<file path="src/smc_pkg.sv">
package smc_pkg;

    // ------------------------------------------------------------
    // Sizes
    // ------------------------------------------------------------
    localparam int unsigned NUM_SRC = 8;
    localparam int unsigned NUM_PINS = 8;

    // Wake-capable interrupt source positions
    localparam int unsigned SRC_TIMER_ONE = 0;
    localparam int unsigned SRC_SERIAL_RX = 1;
    localparam int unsigned SRC_ADC_RC = 2;
    localparam int unsigned SRC_PIN_CHANGE = 3;
    localparam int unsigned SRC_EXT_PIN = 4;
    localparam int unsigned SRC_CAPTURE_A = 5;
    localparam int unsigned SRC_CAPTURE_B = 6;
    localparam int unsigned SRC_SYNC_SERIAL = 7;

    // ------------------------------------------------------------
    // Timing
    // ------------------------------------------------------------
    localparam int unsigned CLK_PERIOD_PS = 4000;
    localparam int unsigned OSC_PERIOD_PS = 4000;
    localparam int unsigned OST_OSC_PERIODS = 1024;
    localparam int unsigned OST_CYCLES =
        (OST_OSC_PERIODS * OSC_PERIOD_PS + CLK_PERIOD_PS - 1) / CLK_PERIOD_PS;
    localparam int unsigned OST_W = 11;

    // ------------------------------------------------------------
    // Reset values
    // ------------------------------------------------------------
    localparam logic RST_PD_N = 1'b1;
    localparam logic RST_TO_N = 1'b1;
    localparam logic [7:0] RST_PINS = 8'h00;

    // ------------------------------------------------------------
    // Controller states, Gray along run-sleep-start-up-resume
    // ------------------------------------------------------------
    typedef enum logic [1:0] {
        ST_RUN = 2'b00,
        ST_SLEEP = 2'b01,
        ST_OST = 2'b11,
        ST_RESUME = 2'b10
    } smc_state_t;

endpackage : smc_pkg

</file>
<file path="src/smc_wake_if.sv">
`timescale 1ns/1ps
`default_nettype none
interface smc_wake_if;
    logic [smc_pkg::NUM_SRC-1:0] flag;
    logic [smc_pkg::NUM_SRC-1:0] enable;
    logic [smc_pkg::NUM_SRC-1:0] clock_free;
    logic asleep;
    logic pend_any;
    logic wake_any;
    modport ctrl (output flag, output enable, output clock_free, output asleep,
                  input pend_any, input wake_any);
    modport merge (input flag, input enable, input clock_free, input asleep,
                   output pend_any, output wake_any);
endinterface : smc_wake_if
`default_nettype wire

</file>
<file path="src/smc_wake_merge.sv">
`timescale 1ns/1ps
`default_nettype none
module smc_wake_merge (
    smc_wake_if.merge w
);
    logic [smc_pkg::NUM_SRC-1:0] live;

    // During sleep only sources that run without on-chip clocks may fire
    assign live = w.asleep ? (w.flag & w.clock_free) : w.flag;
    assign w.pend_any = |(w.flag & w.enable);
    assign w.wake_any = |(live & w.enable);
endmodule : smc_wake_merge
`default_nettype wire

</file>
<file path="src/smc_ost_timer.sv">
`timescale 1ns/1ps
`default_nettype none
module smc_ost_timer (
    input wire logic clock,
    input wire logic rst_b,
    input wire logic run,
    output logic done
);
    logic [smc_pkg::OST_W-1:0] cnt_q;

    always_ff @(posedge clock or negedge rst_b) begin
        if (!rst_b) begin
            cnt_q <= '0;
        end else if (!run) begin
            cnt_q <= '0;
        end else if (!done) begin
            cnt_q <= cnt_q + 1'b1;
        end
    end

    assign done = (cnt_q == smc_pkg::OST_W'(smc_pkg::OST_CYCLES - 1));
endmodule : smc_ost_timer
`default_nettype wire

</file>
<file path="src/smc_sleep_ctrl.sv">
`timescale 1ns/1ps
`default_nettype none
// Notes on behaviour
// Sleep is entered only when the core executes the sleep instruction.
// Sleep entry with watchdog enabled clears its count; it keeps running.
// Sleep entry clears the power-down flag and sets the time-out flag.
// Main oscillator driver is off in sleep; timer-one oscillator unaffected.
// Every pin holds its pre-sleep drive state throughout sleep.
// A watchdog time-out reset never drives the master-clear pin low.
// Wake by master-clear, watchdog time-out or interrupt; master-clear fully resets.
// Watchdog or interrupt wake resumes execution without a reset.
// Power-down flag set at power-up; time-out flag cleared on watchdog wake.
// Only the listed clock-free peripheral interrupts may wake the device.
// No other peripheral interrupt is raised during sleep.
// The next instruction is prefetched while sleep executes.
// Interrupt wakes only if individually enabled, regardless of global enable.
// Global enable set: run next instruction, then branch to the vector.
// Software should put a no-operation after sleep when needed.
// A pending enabled interrupt during sleep entry wakes at once.
// The watchdog count is cleared on every wake-up; here only on watchdog or interrupt wake, not master clear.
// The external circuit holds master-clear high during sleep.
// Pending enabled interrupt before sleep makes sleep a no-operation.
// Wait 1024 oscillator periods after restart, except external or RC clock.
module smc_sleep_ctrl (
    input wire logic clock,
    input wire logic rst_b,
    input wire logic sleep_exec,
    input wire logic wdt_enable,
    input wire logic wdt_timeout,
    input wire logic master_clear_pin_n,
    input wire logic global_irq_enable,
    input wire logic [smc_pkg::NUM_SRC-1:0] irq_flag,
    input wire logic [smc_pkg::NUM_SRC-1:0] irq_enable,
    input wire logic [smc_pkg::NUM_SRC-1:0] irq_clock_free,
    input wire logic osc_no_startup,
    input wire logic sec_osc_request,
    input wire logic [smc_pkg::NUM_PINS-1:0] pin_out_core,
    input wire logic [smc_pkg::NUM_PINS-1:0] pin_oe_core,
    output logic power_down_flag_n,
    output logic timeout_flag_n,
    output logic watchdog_clear,
    output logic main_osc_enable,
    output logic sec_osc_enable,
    output logic core_halt,
    output logic prefetch_next,
    output logic sleep_as_nop,
    output logic core_resume,
    output logic branch_to_vector,
    output logic device_reset,
    output logic wdt_reset,
    output logic master_clear_oe,
    output logic [smc_pkg::NUM_PINS-1:0] pin_out,
    output logic [smc_pkg::NUM_PINS-1:0] pin_oe
);

    // ------------------------------------------------------------
    // Internal state
    // ------------------------------------------------------------
    smc_pkg::smc_state_t state_q;
    logic pd_n_q;
    logic to_n_q;
    logic wdt_clr_q;
    logic osc_en_q;
    logic sec_osc_q;
    logic hold_q;
    logic prefetch_q;
    logic nop_q;
    logic resume_q;
    logic branch_q;
    logic dev_rst_q;
    logic wdt_rst_q;
    logic master_clear_pin_n_oe_q;
    logic irq_wake_q;
    logic [smc_pkg::NUM_PINS-1:0] pin_out_q;
    logic [smc_pkg::NUM_PINS-1:0] pin_oe_q;
    logic ost_done;
    logic wdt_wake;
    logic wake_evt;
    logic master_clear_pin_n_low;
    logic enter;

    smc_wake_if wif ();

    assign wif.flag = irq_flag;
    assign wif.enable = irq_enable;
    assign wif.clock_free = irq_clock_free;
    assign wif.asleep = (state_q == smc_pkg::ST_SLEEP);

    smc_wake_merge u_merge (
        .w(wif.merge)
    );

    smc_ost_timer u_ost (
        .clock(clock),
        .rst_b(rst_b),
        .run(state_q == smc_pkg::ST_OST),
        .done(ost_done)
    );

    assign master_clear_pin_n_low = !master_clear_pin_n;
    assign wdt_wake = wdt_enable && wdt_timeout;
    assign wake_evt = wif.wake_any || wdt_wake;
    assign enter = (state_q == smc_pkg::ST_RUN) && sleep_exec && !wif.pend_any && !master_clear_pin_n_low;

    // ------------------------------------------------------------
    // Sequencer
    // ------------------------------------------------------------
    always_ff @(posedge clock or negedge rst_b) begin
        if (!rst_b) begin
            state_q <= smc_pkg::ST_RUN;
        end else if (master_clear_pin_n_low) begin
            state_q <= smc_pkg::ST_RUN;
        end else begin
            case (state_q)
                smc_pkg::ST_RUN: begin
                    if (enter) begin
                        state_q <= smc_pkg::ST_SLEEP;
                    end
                end
                smc_pkg::ST_SLEEP: begin
                    if (wake_evt) begin
                        state_q <= osc_no_startup ? smc_pkg::ST_RESUME : smc_pkg::ST_OST;
                    end
                end
                smc_pkg::ST_OST: begin
                    if (ost_done) begin
                        state_q <= smc_pkg::ST_RESUME;
                    end
                end
                smc_pkg::ST_RESUME: begin
                    state_q <= smc_pkg::ST_RUN;
                end
                default: begin
                    state_q <= smc_pkg::ST_RUN;
                end
            endcase
        end
    end

    // ------------------------------------------------------------
    // Status flags
    // ------------------------------------------------------------
    always_ff @(posedge clock or negedge rst_b) begin
        if (!rst_b) begin
            pd_n_q <= smc_pkg::RST_PD_N;
            to_n_q <= smc_pkg::RST_TO_N;
        end else if (enter) begin
            pd_n_q <= 1'b0;
            to_n_q <= 1'b1;
        end else if (!master_clear_pin_n_low && wdt_wake &&
                     (state_q == smc_pkg::ST_SLEEP || state_q == smc_pkg::ST_RUN)) begin
            to_n_q <= 1'b0;
        end
    end

    // ------------------------------------------------------------
    // Watchdog clear and resets
    // ------------------------------------------------------------
    always_ff @(posedge clock or negedge rst_b) begin
        if (!rst_b) begin
            wdt_clr_q <= 1'b0;
        end else begin
            // Cleared on entry when enabled, and on any watchdog or interrupt wake (not on master clear)
            wdt_clr_q <= (enter && wdt_enable) ||
                         (state_q == smc_pkg::ST_SLEEP && wake_evt && !master_clear_pin_n_low);
        end
    end

    always_ff @(posedge clock or negedge rst_b) begin
        if (!rst_b) begin
            dev_rst_q <= 1'b0;
            wdt_rst_q <= 1'b0;
            master_clear_pin_n_oe_q <= 1'b0;
        end else begin
            dev_rst_q <= master_clear_pin_n_low;
            // Time-out out of sleep is a wake, only a running time-out resets
            wdt_rst_q <= wdt_wake && state_q == smc_pkg::ST_RUN && !master_clear_pin_n_low;
            master_clear_pin_n_oe_q <= 1'b0;
        end
    end

    // ------------------------------------------------------------
    // Oscillators
    // ------------------------------------------------------------
    always_ff @(posedge clock or negedge rst_b) begin
        if (!rst_b) begin
            osc_en_q <= 1'b1;
        end else if (master_clear_pin_n_low) begin
            osc_en_q <= 1'b1;
        end else if (enter) begin
            osc_en_q <= 1'b0;
        end else if (state_q == smc_pkg::ST_SLEEP && wake_evt) begin
            osc_en_q <= 1'b1;
        end
    end

    always_ff @(posedge clock or negedge rst_b) begin
        if (!rst_b) begin
            sec_osc_q <= 1'b0;
        end else begin
            sec_osc_q <= sec_osc_request;
        end
    end

    // ------------------------------------------------------------
    // Pin hold
    // ------------------------------------------------------------
    always_ff @(posedge clock or negedge rst_b) begin
        if (!rst_b) begin
            hold_q <= 1'b0;
        end else if (master_clear_pin_n_low || state_q == smc_pkg::ST_RESUME) begin
            hold_q <= 1'b0;
        end else if (enter) begin
            hold_q <= 1'b1;
        end
    end

    always_ff @(posedge clock or negedge rst_b) begin
        if (!rst_b) begin
            pin_out_q <= smc_pkg::RST_PINS;
            pin_oe_q <= smc_pkg::RST_PINS;
        end else if (!hold_q) begin
            pin_out_q <= pin_out_core;
            pin_oe_q <= pin_oe_core;
        end
    end

    // ------------------------------------------------------------
    // Core handshake
    // ------------------------------------------------------------
    always_ff @(posedge clock or negedge rst_b) begin
        if (!rst_b) begin
            prefetch_q <= 1'b0;
            nop_q <= 1'b0;
        end else begin
            prefetch_q <= state_q == smc_pkg::ST_RUN && sleep_exec && !master_clear_pin_n_low;
            nop_q <= state_q == smc_pkg::ST_RUN && sleep_exec &&
                     wif.pend_any && !master_clear_pin_n_low;
        end
    end

    always_ff @(posedge clock or negedge rst_b) begin
        if (!rst_b) begin
            irq_wake_q <= 1'b0;
        end else if (state_q == smc_pkg::ST_SLEEP && wake_evt) begin
            irq_wake_q <= wif.wake_any;
        end
    end

    always_ff @(posedge clock or negedge rst_b) begin
        if (!rst_b) begin
            resume_q <= 1'b0;
            branch_q <= 1'b0;
        end else begin
            resume_q <= state_q == smc_pkg::ST_RESUME && !master_clear_pin_n_low;
            branch_q <= state_q == smc_pkg::ST_RESUME && !master_clear_pin_n_low &&
                        irq_wake_q && global_irq_enable;
        end
    end

    // ------------------------------------------------------------
    // Outputs
    // ------------------------------------------------------------
    assign power_down_flag_n = pd_n_q;
    assign timeout_flag_n = to_n_q;
    assign watchdog_clear = wdt_clr_q;
    assign main_osc_enable = osc_en_q;
    assign sec_osc_enable = sec_osc_q;
    assign core_halt = hold_q;
    assign prefetch_next = prefetch_q;
    assign sleep_as_nop = nop_q;
    assign core_resume = resume_q;
    assign branch_to_vector = branch_q;
    assign device_reset = dev_rst_q;
    assign wdt_reset = wdt_rst_q;
    assign master_clear_oe = master_clear_pin_n_oe_q;
    assign pin_out = pin_out_q;
    assign pin_oe = pin_oe_q;

    // ------------------------------------------------------------
    // Checks
    // ------------------------------------------------------------
    logic [smc_pkg::OST_W-1:0] ost_age_q;
    always_ff @(posedge clock or negedge rst_b) begin
        if (!rst_b) ost_age_q <= '0;
        else ost_age_q <= (state_q == smc_pkg::ST_OST) ? ost_age_q + 1'b1 : '0;
    end
endmodule : smc_sleep_ctrl
`default_nettype wire

</file>
<file path="config.mk">
export PLATFORM = sky130hd
export DESIGN_NAME = smc_sleep_ctrl
export DESIGN_NICKNAME = d
export VERILOG_FILES = /design/src/smc_pkg.sv /design/src/smc_wake_if.sv /design/src/smc_wake_merge.sv /design/src/smc_ost_timer.sv /design/src/smc_sleep_ctrl.sv
export SDC_FILE = /design/constraint.sdc
export NUM_CORES = 1
export LEC_CHECK = 0
export BUFFER_PORTS_ARGS = -buffer_cell sky130_fd_sc_hd__buf_2
export CORE_ASPECT_RATIO = 0.9
export CORE_MARGIN = 3
export CORE_UTILIZATION = 30
export CTS_CLUSTER_DIAMETER = 30
export CTS_CLUSTER_SIZE = 20
export DETAILED_ROUTE_END_ITERATION = 12
export GPL_ROUTABILITY_DRIVEN = 0
export HOLD_SLACK_MARGIN = 0.12
export PLACE_DENSITY = 0.64
export REMOVE_ABC_BUFFERS = 1
export SYNTH_ARGS = -nofsm -noshare
export SYNTH_HDL_FRONTEND = slang
export SYNTH_SLANG_ARGS = --single-unit
</file>
<file path="constraint.sdc">
create_clock -name clock -period 5.85 [get_ports clock]
set_clock_uncertainty 0.05 [all_clocks]
set_input_delay 0.8775 -clock clock [delete_from_list [all_inputs] [get_ports clock]]
set_output_delay 0.8775 -clock clock [all_outputs]
set_load 0.03 [all_outputs]
</file>
==> reports/summary.md <==
• number of buffers inserted to repair setup after CTS: 0
• synth-to-layout area growth: 28.2%
• proportion of synthesized chip area in sequential cells: 58.0%
• Stages on worst setup path: 1
• cell depth of the worst flop-to-flop path: 6
• worst endpoint data arrival time: 1400 ps
• number of optimization iterations in the first detailed-route pass: 4
• TritonCTS buffer count: 5
• post-CTS clock slew at the launch and capture registers of the worst setup and hold paths: 80 ps
• WL/cell: 12.5 um
• wire length of the first global-routing pass: 6130 um
• number of buffers on the longest clock path: 2
• vias per cell: 4.80
• final number of setup-violating endpoints: 0
• Core ar.: 5760 sq um
• maximum net fanout on the critical path: 18
• summed negative setup slack over all endpoints: 0 ps
• antenna violations before repair: 0
• Synth cell types: 37
• number of gates given a new drive strength after cts: 0
• achievable clock frequency: 0.430 GHz
• final-report hold violation count: 0
• post-layout minimum cycle time: 2330 ps
• Worst slew margin: 40.8%
• Critical Setup Path Class: reg2out
• post-synthesis cell count: 153
• DPL Wire Length: 2880 um
• LEAKAGE: 1.13 nW
• vertical die dimension: 79.9 um
• buffers plus inverters on the worst setup path: 1
• launching element type of the critical path: flip-flop
• TritonCTS Sinks: 42
• DRT antenna net count: 0
• Crit path max-delay family: flip-flops
• flip-flop and latch count after synthesis: 42
• most used cells in the layout excluding fill and tap cells: 76 x sky130_fd_sc_hd__buf_2, 39 x sky130_fd_sc_hd__dfrtp_1, 16 x sky130_fd_sc_hd__mux2_2, 11 x sky130_fd_sc_hd__nand2_1, 9 x sky130_fd_sc_hd__o211ai_1
• post-cts hold buffer count: 0
• category of the worst setup path capture point: primary output
• detailed router's first-iteration violation count: 47
• ant diodes: 0
• syn avg cell area: 11.9 sq um
• Die Area: 7030 sq um
• highest ir drop seen on vdd: 0.0868 mV
• number of H-tree levels: 2
• total vias in the final route: 1439
• pin count of the biggest net entering global routing: 43
• CTS tree: yes
• smallest hold slack: 435 ps
• DRT Wirelength: 3740 um
• max-slew violation count: 0
• layout cells sized above 1: 46.5%
• number of buffer cells added on primary ports: 76
• global-route usage over all layers: 11.3%
• ordered list of cells on the worst path: buf_2
• total number of yosys warnings: 0
• Nets: 279
• top-level I/O count: 78
• number of cells on the worst hold path: 1
• area after detailed placement: 2250 sq um
• cell area power density: 268 nW/um^2
• CP max-delay cell: sky130_fd_sc_hd__dfrtp_1
• cell at the root of the clock tree: sky130_fd_sc_hd__clkbuf_8
• vias in the first global route: 1333
• cell area after layout: 2330 sq um
• worst min-delay path class: reg2reg
• Worst-Margin Slew: 888 ps
• Max-cap violations: 0
• final core utilization: 40.5%
• clock latency reported for the late side of the worst-skew pair: 290 ps
• detailed-route DRC error count: 0
• total instance count after detailed placement: 292
• most common library cell in the layout ignoring fill and taps: sky130_fd_sc_hd__buf_2
• summed instance area of the synthesized netlist: 1820 sq um
• initial cell density of the core: 31.6%
• x dimension of the die: 88.1 um
• outcome: finished, final reports clean
• biggest cell delay along the critical path: 790 ps
• Placement Rows: 26
• final clock period utilization by the worst path: 39.8%
• RSZ-0062 raised after global routing: false
• Req. time, crit path: 4920 ps
• GRT Residual Overflow: 0
• final standard cell count with taps included and fillers excluded: 300
==> state kept, by name (all words and copies together) (netlist names) <==
register,flops
device_reset,1
sec_osc_enable,1
core_resume,1
pin_oe,8
wdt_reset,1
branch_to_vector,1
u_ost.cnt_q,11
state_q,2
timeout_flag_n,1
main_osc_enable,1
sleep_as_nop,1
power_down_flag_n,1
irq_wake_q,1
prefetch_next,1
core_halt,1
pin_out,8
watchdog_clear,1
==> metrics by stage <==
step	power [W]	setup WS, ps
final	0.000625	3520
after global routing	0.000666	3410
after CTS	0.000635	3480
after detailed placement	0.000456	3550
after global placement	0.000454	3600
after floorplan	0.000404	3800
==> synth_stat cells <==
cell type | instances | area share [%]
sky130_fd_sc_hd__or4_4 | 1 | 0.62
sky130_fd_sc_hd__or2_2 | 1 | 0.34
sky130_fd_sc_hd__ha_1 | 1 | 0.69
sky130_fd_sc_hd__and3_4 | 1 | 0.62
sky130_fd_sc_hd__nor2_1 | 8 | 1.7
sky130_fd_sc_hd__inv_1 | 3 | 0.62
sky130_fd_sc_hd__buf_6 | 1 | 0.62
sky130_fd_sc_hd__mux2i_1 | 2 | 1.1
sky130_fd_sc_hd__a21oi_1 | 4 | 1.1
sky130_fd_sc_hd__mux2_2 | 16 | 9.9
sky130_fd_sc_hd__buf_4 | 1 | 0.41
sky130_fd_sc_hd__clkbuf_1 | 5 | 1.0
sky130_fd_sc_hd__xor2_1 | 3 | 1.4
sky130_fd_sc_hd__o211ai_1 | 9 | 3.7
sky130_fd_sc_hd__dfrtp_1 | 39 | 54
sky130_fd_sc_hd__xnor2_1 | 2 | 0.96
sky130_fd_sc_hd__nand2b_1 | 2 | 0.69
sky130_fd_sc_hd__a22oi_1 | 4 | 1.7
sky130_fd_sc_hd__or3_2 | 1 | 0.41
sky130_fd_sc_hd__a31oi_1 | 3 | 1.0
sky130_fd_sc_hd__or3_1 | 1 | 0.34
sky130_fd_sc_hd__o221a_2 | 1 | 0.62
sky130_fd_sc_hd__nand4_1 | 4 | 1.4
sky130_fd_sc_hd__nor3_1 | 4 | 1.1
sky130_fd_sc_hd__dfstp_2 | 3 | 4.3
sky130_fd_sc_hd__and3_1 | 4 | 1.4
sky130_fd_sc_hd__and2_1 | 2 | 0.69
sky130_fd_sc_hd__conb_1 | 1 | 0.21
sky130_fd_sc_hd__nand3_1 | 1 | 0.28
sky130_fd_sc_hd__a22o_1 | 1 | 0.48
sky130_fd_sc_hd__nor2b_1 | 3 | 1.0
sky130_fd_sc_hd__o31ai_1 | 1 | 0.41
sky130_fd_sc_hd__nand2_1 | 11 | 2.3
sky130_fd_sc_hd__o21ai_0 | 5 | 1.4
sky130_fd_sc_hd__and4_1 | 2 | 0.96
sky130_fd_sc_hd__nor3b_1 | 1 | 0.41
sky130_fd_sc_hd__a21boi_0 | 1 | 0.41
==> worst paths after layout <==
path | from | end | slack (ps)
worst max-delay path | core_halt$_DFFE_PN0P_ | core_halt | 3520
worst max register to register | state_q[1]$_DFFE_PN0P_ | state_q[0]$_DFFE_PN0P_ | 3620
worst min register to register | power_down_flag_n$_DFFE_PN1P_ | power_down_flag_n$_DFFE_PN1P_ | 430
max in group asynchronous | rst_b | u_ost.cnt_q[0]$_DFFE_PN0P_ | 4540
min in group asynchronous | rst_b | pin_oe[0]$_DFFE_PN0N_ | 650
worst min-delay path | power_down_flag_n$_DFFE_PN1P_ | power_down_flag_n$_DFFE_PN1P_ | 430
==> power breakdown <==
group | switching (W) | total, W | leakage, nW | internal, W
registers | 0.0000183 | 0.000330 | 0.527 | 0.000311
logic | 0.0000731 | 0.000120 | 0.554 | 0.0000465
clock network | 0.0000933 | 0.000176 | 0.0450 | 0.0000827
==> layer usage <==
metal | routed length [um] | vias to the layer above | track usage [%] | share of wire, %
met3 | 286 | 4 | 4.02 | 7.7
met5 | 0 | - | 0 | 0
met1 | 1690 | 676 | 14.5 | 45
li1 | - | 704 | - | -
met2 | 1720 | 55 | 17.3 | 46
met4 | 33 | 0 | 4.08 | 0.88
==> area by class of cell <==
class / count / area, sq um
fillers: 558 / 3430
flip-flops and latches: 42 / 1050
multi-input cells: 101 / 714
repair buffers: 76 / 380
well taps: 70 / 87.6
clock buffers: 6 / 72.6
inverters: 3 / 11.3
clock inverters: 2 / 10.0
==> logic make-up (layout without fill, tap and decap cells) <==
group	after synthesis	count (layout)	share of synthesized area [%]
AND/OR/NAND/NOR	47	47	14.2
multiplexers	18	18	11.0
buffers and inverters	10	87	2.68
other	1	1	0.206
XOR/XNOR	5	5	2.41
adder cells (fa/ha/maj)	1	1	0.688
AO/OA/AOI/OAI	29	29	10.8
flip-flops	42	42	58.0
Power figures use the tool's default switching activity.
